## src/design/csu_pkg.sv

```systemverilog
// Purpose: Shared constants and types of the clock synthesis unit
// Assumes: 16-bit register words on a plain strobe port
// Notes: Offsets are word indices on the register port
package csu_pkg;

  // ==========================================================
  // Register port
  localparam int CSU_AW = 3;
  localparam int CSU_DW = 16;

  typedef struct packed {
    logic [CSU_AW-1:0] addr;
    logic [CSU_DW-1:0] wdata;
    logic wr;
    logic rd;
  } csu_bus_t;

  // ==========================================================
  // Register offsets
  localparam logic [CSU_AW-1:0] CSU_OFS_CTRL = 3'h0;
  localparam logic [CSU_AW-1:0] CSU_OFS_DIVBY = 3'h1;
  localparam logic [CSU_AW-1:0] CSU_OFS_STAT = 3'h2;
  localparam logic [CSU_AW-1:0] CSU_OFS_SHUTDN = 3'h3;
  localparam logic [CSU_AW-1:0] CSU_OFS_OCTRL = 3'h4;
  localparam logic [CSU_AW-1:0] CSU_OFS_FOPT = 3'h5;

  // ==========================================================
  // Field positions
  localparam int CTRL_SRC_BIT = 0;
  localparam int CTRL_PLL_PD_BIT = 1;
  localparam int CTRL_PLL_SEL_BIT = 2;
  localparam int DIVBY_POST_LSB = 0;
  localparam int DIVBY_POST_W = 3;
  localparam int STAT_LOR_BIT = 0;
  localparam int STAT_SRC_BIT = 1;
  localparam int STAT_PLL_BIT = 2;
  localparam int STAT_PEND_BIT = 3;
  localparam int STAT_SHUT_BIT = 4;
  localparam int SHUTDN_EN_BIT = 0;
  localparam int OCTRL_TRIM_LSB = 0;
  localparam int OCTRL_TRIM_W = 10;
  localparam int OCTRL_XTAL_PD_BIT = 12;
  localparam int OCTRL_RELAX_STBY_BIT = 13;
  localparam int OCTRL_RELAX_PD_BIT = 14;

  // ==========================================================
  // Reset values
  localparam logic [CSU_DW-1:0] CTRL_RST = 16'h0002;
  localparam logic [CSU_DW-1:0] DIVBY_RST = 16'h0000;
  localparam logic [CSU_DW-1:0] SHUTDN_RST = 16'h0000;
  localparam logic [CSU_DW-1:0] OCTRL_RST = 16'h0000;

  // ==========================================================
  // Frequencies and timing
  localparam int CLK_MHZ = 50;
  localparam int FOUT_MAX_MHZ = 32;
  localparam int PLL_MULT = 8;
  localparam int XTAL_MIN_MHZ = 4;
  localparam int XTAL_MAX_MHZ = 8;
  localparam int RELAX_NOM_KHZ = 8000;
  localparam int TRIM_STEP_PPM = 780;
  localparam int LOR_TIME_NS = 2000;
  localparam int LOR_CYC = (LOR_TIME_NS * CLK_MHZ) / 1000;
  localparam int LOR_CW = 12;

  // ==========================================================
  // Types
  typedef enum logic [2:0] {
    SW_IDLE = 3'b001,
    SW_WAIT = 3'b010,
    SW_SHUT = 3'b100
  } csu_sw_state_t;

  typedef struct packed {
    logic relax_pd;
    logic relax_stby;
    logic xtal_pd;
    logic pll_pd;
    logic [OCTRL_TRIM_W-1:0] trim;
  } csu_osc_ctl_t;

  typedef struct packed {
    logic clk2x_en;
    logic sys_en;
    logic sys_clk_lvl;
    logic clk3x_en;
  } csu_clk_en_t;

endpackage

```

## src/design/csu_sync_edge.sv

```systemverilog
// Purpose: Two-stage synchroniser with rising-edge pulse
// Assumes: Input is asynchronous to clk
// Notes: Pulse is one clk cycle, from a flip-flop
`timescale 1ns/1ps
module csu_sync_edge
(
  input wire logic clk,
  input wire logic resetn,
  input wire logic din,
  output logic rise
);

  logic meta_r;
  logic sync_r;
  logic prev_r;

  // ==========================================================
  // Synchroniser; first stage feeds only the second
  always_ff @(posedge clk or negedge resetn)
  begin
    if (!resetn)
    begin
      meta_r <= 1'b0;
      sync_r <= 1'b0;
      prev_r <= 1'b0;
      rise <= 1'b0;
    end
    else
    begin
      meta_r <= din;
      sync_r <= meta_r;
      prev_r <= sync_r;
      rise <= sync_r & ~prev_r;
    end
  end

endmodule

```

## src/design/csu_top.sv

```systemverilog
// Purpose: Clock synthesis control: source select, PLL path, postscaler, enables
// Assumes: Oscillator and PLL outputs arrive as pins sampled at 50 MHz
// Notes: Output clocks are one-cycle enables of clk plus a system clock level, not real clocks
//
// Overview of operation
// - Software picks output rate, up to 32MHz
// - Three-bit postscaler divides PLL output
// - Provide 2X clock to system integration unit
// - Provide 3X clock to PWM and timers
// - Safety shutdown on lost PLL reference
// - Bypass: 2X equals oscillator rate
// - PLL: 2X is oscillator times eight over postscaler
// - System clock is 2X halved, 50% duty
// - Reset selects relaxation oscillator, select bit zero
// - Software may switch external, power internal down
// - Ten-bit trim field in bits 0-9
// - Each trim step about 0.078% of 8MHz
// - Factory trim copied to flash option word
// - Relaxation oscillator has a standby state
// - Either oscillator powers down independently
// - Software may power down the PLL
// - Crystal reference 4 to 8MHz
`timescale 1ns/1ps
module csu_top
  import csu_pkg::*;
#(
  parameter int LOR_CYCLES = LOR_CYC
)
(
  input wire logic clk,
  input wire logic resetn,
  input wire csu_bus_t bus,
  output logic [CSU_DW-1:0] rd_data,
  input wire logic relax_osc_in,
  input wire logic xtal_osc_in,
  input wire logic pll_out_in,
  input wire logic [OCTRL_TRIM_W-1:0] factory_trim,
  output csu_osc_ctl_t osc_ctl,
  output csu_clk_en_t clk_en,
  output logic shutdown_active
);

  // ==========================================================
  // Declarations
  logic [CSU_DW-1:0] ctrl_r;
  logic [CSU_DW-1:0] divby_r;
  logic [CSU_DW-1:0] shutdn_r;
  logic [CSU_DW-1:0] octrl_r;
  logic [OCTRL_TRIM_W-1:0] fopt_r;
  logic fopt_done_r;
  logic lor_r;
  logic [CSU_DW-1:0] rd_nxt;
  logic [2:0] edge_in;
  logic [2:0] edge_tick;
  logic relax_tick;
  logic xtal_tick;
  logic pll_tick;
  csu_sw_state_t sw_r;
  logic src_r;
  logic src_req;
  logic ref_tick;
  logic [LOR_CW-1:0] lor_cnt_r;
  logic lor_hit;
  logic use_pll;
  logic [4:0] post_cnt_r;
  logic [4:0] post_lim;
  logic post_tick;
  logic base_tick;
  logic half_r;
  logic [2:0] credit_r;
  logic [2:0] credit_nxt;
  logic wr_ctrl;
  logic wr_divby;
  logic wr_stat;
  logic wr_shutdn;
  logic wr_octrl;

  // ==========================================================
  // Helpers
  // Postscaler code to terminal count (divisor minus one)
  function automatic logic [4:0] post_limit(input logic [DIVBY_POST_W-1:0] code);
    case (code)
      3'h0: post_limit = 5'h00;
      3'h1: post_limit = 5'h01;
      3'h2: post_limit = 5'h03;
      3'h3: post_limit = 5'h07;
      3'h4: post_limit = 5'h0f;
      default: post_limit = 5'h1f;
    endcase
  endfunction

  function automatic logic hit(input logic [CSU_AW-1:0] a, input logic [CSU_AW-1:0] ofs);
    hit = (a == ofs);
  endfunction

  // ==========================================================
  // Pin synchronisers
  assign edge_in = {pll_out_in, xtal_osc_in, relax_osc_in};

  genvar gi;
  generate
    for (gi = 0; gi < 3; gi++)
    begin : g_sync
      csu_sync_edge u_sync
      (
        .clk(clk),
        .resetn(resetn),
        .din(edge_in[gi]),
        .rise(edge_tick[gi])
      );
    end
  endgenerate

  assign relax_tick = edge_tick[0];
  assign xtal_tick = edge_tick[1];
  assign pll_tick = edge_tick[2];

  // ==========================================================
  // Register write decode
  assign wr_ctrl = bus.wr && hit(bus.addr, CSU_OFS_CTRL);
  assign wr_divby = bus.wr && hit(bus.addr, CSU_OFS_DIVBY);
  assign wr_stat = bus.wr && hit(bus.addr, CSU_OFS_STAT);
  assign wr_shutdn = bus.wr && hit(bus.addr, CSU_OFS_SHUTDN);
  assign wr_octrl = bus.wr && hit(bus.addr, CSU_OFS_OCTRL);

  // Reference select, PLL enable and power-down word
  always_ff @(posedge clk or negedge resetn)
  begin
    if (!resetn)
      ctrl_r <= CTRL_RST;
    else if (wr_ctrl)
      ctrl_r <= bus.wdata;
  end

  // Postscaler code
  always_ff @(posedge clk or negedge resetn)
  begin
    if (!resetn)
      divby_r <= DIVBY_RST;
    else if (wr_divby)
      divby_r <= {13'h0000, bus.wdata[DIVBY_POST_LSB +: DIVBY_POST_W]};
  end

  always_ff @(posedge clk or negedge resetn)
  begin
    if (!resetn)
      shutdn_r <= SHUTDN_RST;
    else if (wr_shutdn)
      shutdn_r <= {15'h0000, bus.wdata[SHUTDN_EN_BIT]};
  end

  // Trim and oscillator power controls
  always_ff @(posedge clk or negedge resetn)
  begin
    if (!resetn)
      octrl_r <= OCTRL_RST;
    else if (wr_octrl)
      octrl_r <= bus.wdata;
  end

  // ==========================================================
  // Factory trim capture, one clock after reset release
  always_ff @(posedge clk or negedge resetn)
  begin
    if (!resetn)
    begin
      fopt_r <= '0;
      fopt_done_r <= 1'b0;
    end
    else if (!fopt_done_r)
    begin
      fopt_r <= factory_trim;
      fopt_done_r <= 1'b1;
    end
  end

  // ==========================================================
  // Source switch; a requested source takes over only on its own edge, while shutdown forces the internal one at once
  assign src_req = ctrl_r[CTRL_SRC_BIT];

  always_ff @(posedge clk or negedge resetn)
  begin
    if (!resetn)
    begin
      sw_r <= SW_IDLE;
      src_r <= 1'b0;
    end
    else
    begin
      case (sw_r)
        SW_IDLE:
        begin
          if (lor_hit && shutdn_r[SHUTDN_EN_BIT])
            sw_r <= SW_SHUT;
          else if (src_req != src_r)
            sw_r <= SW_WAIT;
        end
        SW_WAIT:
        begin
          if (lor_hit && shutdn_r[SHUTDN_EN_BIT])
            sw_r <= SW_SHUT;
          else if (src_req == src_r)
            sw_r <= SW_IDLE;
          else if (src_req ? xtal_tick : relax_tick)
          begin
            // Old source stops, new one starts at its own edge
            src_r <= src_req;
            sw_r <= SW_IDLE;
          end
        end
        SW_SHUT:
        begin
          // Held on the internal oscillator until software clears the flag
          src_r <= 1'b0;
          if (!lor_r)
            sw_r <= SW_IDLE;
        end
        default: sw_r <= SW_IDLE;
      endcase
    end
  end

  assign ref_tick = src_r ? xtal_tick : relax_tick;

  // ==========================================================
  // Loss-of-reference watchdog
  assign lor_hit = (lor_cnt_r >= LOR_CYCLES[LOR_CW-1:0]);

  always_ff @(posedge clk or negedge resetn)
  begin
    if (!resetn)
      lor_cnt_r <= '0;
    else if (ref_tick || sw_r != SW_IDLE)
      lor_cnt_r <= '0;
    else if (!lor_hit)
      lor_cnt_r <= lor_cnt_r + 1'b1;
  end

  // Sticky; a new loss wins over a clear in the same cycle
  always_ff @(posedge clk or negedge resetn)
  begin
    if (!resetn)
      lor_r <= 1'b0;
    else if (lor_hit)
      lor_r <= 1'b1;
    else if (wr_stat && bus.wdata[STAT_LOR_BIT])
      lor_r <= 1'b0;
  end

  // ==========================================================
  // PLL path and postscaler
  assign use_pll = ctrl_r[CTRL_PLL_SEL_BIT] && !ctrl_r[CTRL_PLL_PD_BIT] && sw_r != SW_SHUT;
  assign post_lim = post_limit(divby_r[DIVBY_POST_LSB +: DIVBY_POST_W]);
  assign post_tick = pll_tick && (post_cnt_r >= post_lim);

  always_ff @(posedge clk or negedge resetn)
  begin
    if (!resetn)
      post_cnt_r <= '0;
    else if (!use_pll)
      post_cnt_r <= '0;
    else if (pll_tick)
      post_cnt_r <= (post_cnt_r >= post_lim) ? 5'h00 : post_cnt_r + 5'h01;
  end

  // Rate is set by source, PLL select and postscaler; fastest code 0 passes every PLL edge undivided
  assign base_tick = use_pll ? post_tick : ref_tick;

  // ==========================================================
  // Clock enables
  always_ff @(posedge clk or negedge resetn)
  begin
    if (!resetn)
      half_r <= 1'b0;
    else if (base_tick)
      half_r <= ~half_r;
  end

  // 3X from 2X: three credits per 2X pulse when at most four remain after spending, one spent per cycle
  always_comb
  begin
    credit_nxt = credit_r;
    if (credit_r != 3'h0)
      credit_nxt = credit_nxt - 3'h1;
    if (base_tick && credit_nxt <= 3'h4)
      credit_nxt = credit_nxt + 3'h3;
  end

  always_ff @(posedge clk or negedge resetn)
  begin
    if (!resetn)
      credit_r <= '0;
    else
      credit_r <= credit_nxt;
  end

  always_ff @(posedge clk or negedge resetn)
  begin
    if (!resetn)
      clk_en <= '0;
    else
    begin
      clk_en.clk2x_en <= base_tick;
      clk_en.sys_en <= base_tick && half_r;
      clk_en.sys_clk_lvl <= half_r;
      clk_en.clk3x_en <= (credit_r != 3'h0);
    end
  end

  // ==========================================================
  // Analog controls; shutdown forces the internal oscillator awake
  always_ff @(posedge clk or negedge resetn)
  begin
    if (!resetn)
    begin
      osc_ctl <= '0;
      osc_ctl.pll_pd <= CTRL_RST[CTRL_PLL_PD_BIT];
      shutdown_active <= 1'b0;
    end
    else
    begin
      osc_ctl.relax_pd <= octrl_r[OCTRL_RELAX_PD_BIT] && sw_r != SW_SHUT;
      osc_ctl.relax_stby <= octrl_r[OCTRL_RELAX_STBY_BIT] && sw_r != SW_SHUT;
      osc_ctl.xtal_pd <= octrl_r[OCTRL_XTAL_PD_BIT];
      osc_ctl.pll_pd <= ctrl_r[CTRL_PLL_PD_BIT] || sw_r == SW_SHUT;
      osc_ctl.trim <= octrl_r[OCTRL_TRIM_LSB +: OCTRL_TRIM_W];
      shutdown_active <= (sw_r == SW_SHUT);
    end
  end

  // ==========================================================
  // Read path; unmapped offsets read zero
  always_comb
  begin
    rd_nxt = '0;
    case (bus.addr)
      CSU_OFS_CTRL: rd_nxt = ctrl_r;
      CSU_OFS_DIVBY: rd_nxt = divby_r;
      CSU_OFS_STAT:
      begin
        rd_nxt[STAT_LOR_BIT] = lor_r;
        rd_nxt[STAT_SRC_BIT] = src_r;
        rd_nxt[STAT_PLL_BIT] = use_pll;
        rd_nxt[STAT_PEND_BIT] = (sw_r == SW_WAIT);
        rd_nxt[STAT_SHUT_BIT] = (sw_r == SW_SHUT);
      end
      CSU_OFS_SHUTDN: rd_nxt = shutdn_r;
      CSU_OFS_OCTRL: rd_nxt = octrl_r;
      CSU_OFS_FOPT: rd_nxt[OCTRL_TRIM_W-1:0] = fopt_r;
      default: rd_nxt = '0;
    endcase
  end

  // Holds last value when no read; only the cycle after a read is valid
  always_ff @(posedge clk or negedge resetn)
  begin
    if (!resetn)
      rd_data <= '0;
    else if (bus.rd)
      rd_data <= rd_nxt;
  end

endmodule

```

## config.mk

```make
export PLATFORM = sky130hd
export DESIGN_NAME = csu_top
export DESIGN_NICKNAME = d
export VERILOG_FILES = /design/src/design/csu_pkg.sv /design/src/design/csu_sync_edge.sv /design/src/design/csu_top.sv
export SDC_FILE = /design/constraint.sdc
export NUM_CORES = 1
export LEC_CHECK = 0
export ABC_AREA = 0
export BUFFER_PORTS_ARGS = -buffer_cell sky130_fd_sc_hd__clkbuf_2
export CORE_UTILIZATION = 40
export CTS_CLUSTER_SIZE = 30
export DETAILED_ROUTE_END_ITERATION = 12
export PLACE_DENSITY_LB_ADDON = 0.15
export SLEW_MARGIN = 25
export SYNTH_ARGS = -nofsm -noshare
export SYNTH_HDL_FRONTEND = slang
export SYNTH_SLANG_ARGS = --single-unit
```

## constraint.sdc

```tcl
create_clock -name clk -period 2.55 [get_ports clk]
set_clock_uncertainty 0.05 [all_clocks]
set_input_delay 0.6375 -clock clk [delete_from_list [all_inputs] [get_ports clk]]
set_output_delay 0.6375 -clock clk [all_outputs]
set_load 0.01 [all_outputs]
```

---- Word-level counts from Yosys, hierarchy flattened ----
Cells that the tools add are included.
Widths: inputs -> output; s select.
cells by class
  reductions and logical operators ........ 24
  $add $sub $neg .......................... 4
  eq/ne operators ......................... 24
  $lt $le $gt $ge ......................... 3
  muxes and demuxes ....................... 27
  bitwise operators ....................... 7
operators by type and width
  kind                   number
  $pmux 5 s6             1
  $pmux 5 s5             1
  $mux 12                2
  $mux 3                 8
  $eq 3x2->1 const B     5
  $mux 5                 3
  $pmux 5 s3             1
  $logic_and 1x1->1      14
  $add 12x1->12 const B  1
  $eq 3x3->1 const B     4
  $ge 12x7->1 const B    1
  $pmux 6 s2             1
  $eq 3x1->1 const B     3
  $pmux 3 s3             1
  $mux 1                 8
  $ne 2x2->1 const B     4
  $logic_not 3->1        2
  $ne 3x3->1 const B     2
  $add 5x1->5 const B    1
  $ge 5x5->1             1
  $ne 2x1->1 const B     2
  $ne 4x4->1 const B     1
  $not 1->1              4
  $reduce_and 4->1       1
  13 further kinds       17
storage, ports and cells
  register bits after elaboration ......... 120

---- Logic depth before layout (Yosys ltp) ----
  word-level depth ........................ 7
  depth in mapped cells ................... 11
  depth with buffers taken out ............ 11

---- Modules after synthesis ----
A second synthesis with hierarchy kept.
second synthesis, totals
  cell total of the unflattened synthesis .. 394
  area, all modules ....................... 5084.9 µm²
by module, submodules not included
  module         times used  cells an instance  seq. area each (µm²)  area an instance (µm²)
  csu_top        1           379                2706.3                4743.3
  csu_sync_edge  3           5                  100.1                 113.9

---- Worst setup path before layout ----
No wires, ideal clock.
  path kind ............................... register -> register
  start ................................... reg divby_r[0]
  end ..................................... reg credit_r[2]
  data required time ...................... 2375 ps
  clock period less this slack ............ 2327 ps
  cell stages (with the launch flop) ...... 9
  slack ................................... 223 ps
  data arrival time ....................... 2152 ps
  cell sequence ........................... dfrtp_1 or3_1 ha_1 nand2b_1 a21oi_1 o21a_1 clkbuf_1 o22a_4 mux2_4
between the ends
  longest elaborated chain between the ends .. 7
  elaborated cells on any way between the ends .. 11
RTL lines
  item                                line            text
  from (decl)                         csu_top.sv:46   logic [CSU_DW-1:0] divby_r;
  from (signal assigned)              csu_top.sv:141  divby_r <= {13'h0000, bus.wdata[DIVBY_POST_LSB +: DIVBY_POST_W]};
  $eq 3x3->1 (tied with other cells)  csu_top.sv:82   case (code)
  $pmux 5 s5 *                        csu_top.sv:82
  $ge 5x5->1 *                        csu_top.sv:254  assign post_tick = pll_tick && (post_cnt_r >= post_lim);
  $logic_and 1x1->1 *                 csu_top.sv:254
  $mux 1 *                            csu_top.sv:267  assign base_tick = use_pll ? post_tick : ref_tick;
  $logic_and 1x1->1 *                 csu_top.sv:285  if (base_tick && credit_nxt <= 3'h4)
  $mux 3 *                            csu_top.sv:285
  net credit_nxt[2]                   csu_top.sv:71   logic [2:0] credit_nxt;
  to (signal assigned)                csu_top.sv:294  credit_r <= credit_nxt;
  to (decl)                           csu_top.sv:70   logic [2:0] credit_r;
Mark *: on every way through the listed nets, which the timed path passes. The rest lies on a longest branch.
A chain may end at the register's enable or synchronous reset.

---- Worst setup path in the final report ----
  start ................................... reg credit_r[0]
  end ..................................... reg credit_r[2]
between the ends
  longest elaborated chain between the ends .. 5
  elaborated cells on any way between the ends .. 7
RTL lines
  item                                                     line                            text
  $sub 3x1->3 / $reduce_bool 3->1 (equally long branches)  csu_top.sv:284, csu_top.sv:283
  $mux 3 *                                                 csu_top.sv:283                  if (credit_r != 3'h0)
  $le 3x3->1                                               csu_top.sv:285
  $logic_and 1x1->1                                        csu_top.sv:285
  $mux 3 *                                                 csu_top.sv:285
  net credit_nxt[2]                                        csu_top.sv:71
Marked as above.

==> run_results.csv <==
group,metric,value,unit
place,dp_cells,630,
sta,timing.final.crit_share,0.903,
detailed_routing,drt_pass1_iterations,4,
layout,drive_gt1_frac,0.328,
place,place_hpwl,7120,um
power_and_ir_drop,p_leak,2.92,nW
sta,max_freq,434,MHz
die,die_w,115,um
logic_synthesis,syn_inst,398,
clock_network,cts_tree,"yes",
sta,worst_pin_slew,585,ps
worst_setup_path,r2r-end,"credit_r[2]",
logic_synthesis,ys_seq_area_frac,0.591,
worst_setup_path,end_kind,"flop",
layout,fin_cells,662,
worst_setup_path,r2r-start,"credit_r[0]",
logic_synthesis,yosys.area.top_type,"dfrtp_1",
logic_synthesis,syn_nets,446,
global_routing,antenna_found_initial,0,
clock_network,ctsResizeCount,0,
clock_network,clockRootBuffer,"clkbuf_16",
sta,setup_viol_count_final,0,
flow_run,cap_violations,0,
clock_network,cts_hold_buf,0,
worst_setup_path,crit_fanout,4,
die,initial_core_util,0.417,
detailed_routing,wl_per_cell,15.5,um
clock_network,post-cts-setup-buffers,0,
clock_network,htreeDepth,4,
sta,period_needed,2300,ps
power_and_ir_drop,powerDensity,909,nW/um2
worst_setup_path,crit_start,"credit_r[0]",
worst_setup_path,crit_arrival,2550,ps
logic_synthesis,yosys.area.top_type_share,0.576,
global_routing,grt-ovfl-total,0,
die,core_area,12200,um2
logic_synthesis,synthArstFlopShare,1.00,
detailed_routing,drc,0,
worst_setup_path,critPathCapture,"credit_r[2]",
die,rows,40,
global_routing,track_usage,0.173,
detailed_routing,initialDrtViolationCount,70,
die,die_h,115,um
logic_synthesis,syn_area,5090,um2
layout,final_core_utilization,0.509,
hold_path,hold_path_class,"in2async",
place,gp_congestion,0.818,
layout,design_area,6210,um2
logic_synthesis,yosysUniqueCellTypes,50,
clock_network,ctsLongestPathBuffers,2,
outcome,status,"finished clean",
die,die-area,13200,um2
sta,rsz0062_at_grt,"false",
global_routing,first_global_vias,3336,
die,ios,71,
logic_synthesis,avgSynthCellArea,12.8,um2
worst_setup_path,startpoint_type,"flop",
detailed_routing,viasPerCell,4.96,
sta,finalSetupTns,0,ps
layout,final_common_cell,"dfrtp_1",
worst_setup_path,cp.required,2790,ps
detailed_routing,route.vias.total,3282,
layout,area_delta_synth_final,22.2,%
logic_synthesis,synthFlopType,"dfrtp_1",
layout,num-fill-cells,1126,
detailed_routing,antenna_left,0,
global_routing,grt_first_pass_wirelength,16800,um
clock_network,cts_sinks,120,
detailed_routing,drt-total-wl,10200,um
clock_network,insertion_delay,410,ps
clock_network,clk_pin_slew_worst_paths,50,ps
global_routing,grt_max_degree,43,
worst_setup_path,reg2reg_depth,10,
sta,holdWs,154,ps
layout,fin_nets,529,
logic_synthesis,synth-edff-count,0,
layout,antenna_cells,0,
clock_network,cts_buffers,17,
logic_synthesis,synth.area.top_cells,"dfrtp_1 (58%), mux2_2 (9.5%), mux2i_1 (3.7%)",
place,placed_area,5680,um2
worst_setup_path,critical_path_class,"reg2reg",
logic_synthesis,yosys_warnings,0,
layout,mostFrequentLayoutCells,"dfrtp_1 (117), clkbuf_2 (69), mux2_2 (43)",
worst_setup_path,reg2reg_setup_slack,250,ps
sta,report.final.slew_viol_count,0,
power_and_ir_drop,vdd_drop_max,0.449,mV
sta,finalHoldViolations,0,
logic_synthesis,ys_ff_latch,120,
place,io_buffers,70,
sta,max-slew-margin-rel,0.608,
layer usage:
metal / global-route usage / vias up / routed length [um]
li1: - / 1568 / -
met5: 0 / - / 0
met4: 0.0693 / 0 / 146
met3: 0.0749 / 14 / 709
met2: 0.253 / 73 / 4600
met1: 0.228 / 1627 / 4780
registers in the layout, summed over array words and instances (netlist names), 4 cells and up:
name,cells
post_cnt_r,5
octrl_r,16
lor_cnt_r,12
osc_ctl,14
clk_en,4
fopt_r,10
ctrl_r,16
rd_data,16
synthesized netlist by cell type (2+ instances only):
cell type	n
clkbuf_1	7
buf_2	9
mux4_2	3
a21oi_1	12
nand2b_1	11
xor2_1	6
o22ai_1	11
nor3_1	2
a31oi_1	10
inv_1	21
dfstp_2	3
and3_1	3
a22oi_1	3
nand3b_1	4
or3_1	3
mux2_1	3
o21ai_0	5
mux2_2	43
dfrtp_1	117
xnor2_1	3
nand2_1	10
nand4b_1	2
mux2i_1	19
and2_1	9
nor2_1	24
nand3_1	12
nor2b_1	7
nand4_1	3
ha_1	12
cell families (layout without fill, tap and decap cells):
logic type / count (synthesis) / count (layout) / share of synthesized area
flops: 120 / 120 / 0.591
simple gates: 98 / 98 / 0.112
mux: 69 / 69 / 0.155
compound gates: 52 / 52 / 0.0664
buf+inv: 37 / 133 / 0.0295
fa+ha+maj: 12 / 12 / 0.0295
xor+xnor: 9 / 9 / 0.0155
other cells: 1 / 1 / 0.000737
worst max-delay path, stage by stage (launching register included):
cell and delay [ps]:
dfrtp_1 380, inv_1 80, ha_1 170, nand2b_1 120, o21ai_0 260, ha_1 190
inv_1 40, ha_1 190, nand3b_1 180, o22a_4 250, mux2_4 290
power breakdown:
group	switching (W)	internal (W)	total, W
Clock	0.000770	0.00136	0.00213
Sequential	0.000216	0.00224	0.00246
Combinational	0.000527	0.000530	0.00106
Total	0.00151	0.00414	0.00565
through the flow:
step | setup slack, ps | total power, W
floorplan | 223 | 0.00318
global placement | 305 | 0.00352
detailed placement | 225 | 0.00356
CTS | 205 | 0.00574
global route | 90.2 | 0.00598
finish | 247 | 0.00565
how the worst min path moves through the flow:
stage,from,end,slack [ps],cells after the start
after floorplan,g_sync[0].u_sync.meta_r,g_sync[0].u_sync.sync_r,280,0
after global placement,g_sync[0].u_sync.meta_r,g_sync[0].u_sync.sync_r,290,0
after detailed placement,g_sync[1].u_sync.meta_r,g_sync[1].u_sync.sync_r,280,0
after CTS,resetn,post_cnt_r[1],160,1
after global routing,resetn,post_cnt_r[1],180,1
final,resetn,post_cnt_r[1],150,1
area by class of cell:
cell class / count / area, um2 / area share
repair buffers: 80 / 453 / 0.0729
clock buffers: 29 / 520 / 0.0838
inverters: 21 / 78.8 / 0.0127
clock inverters: 3 / 15.0 / 0.00242
flip-flops and latches: 120 / 3010 / 0.484
well taps: 168 / 210 / 0.0338
multi-input cells: 241 / 1930 / 0.311
No activity file was read; power rests on OpenSTA's default activity.
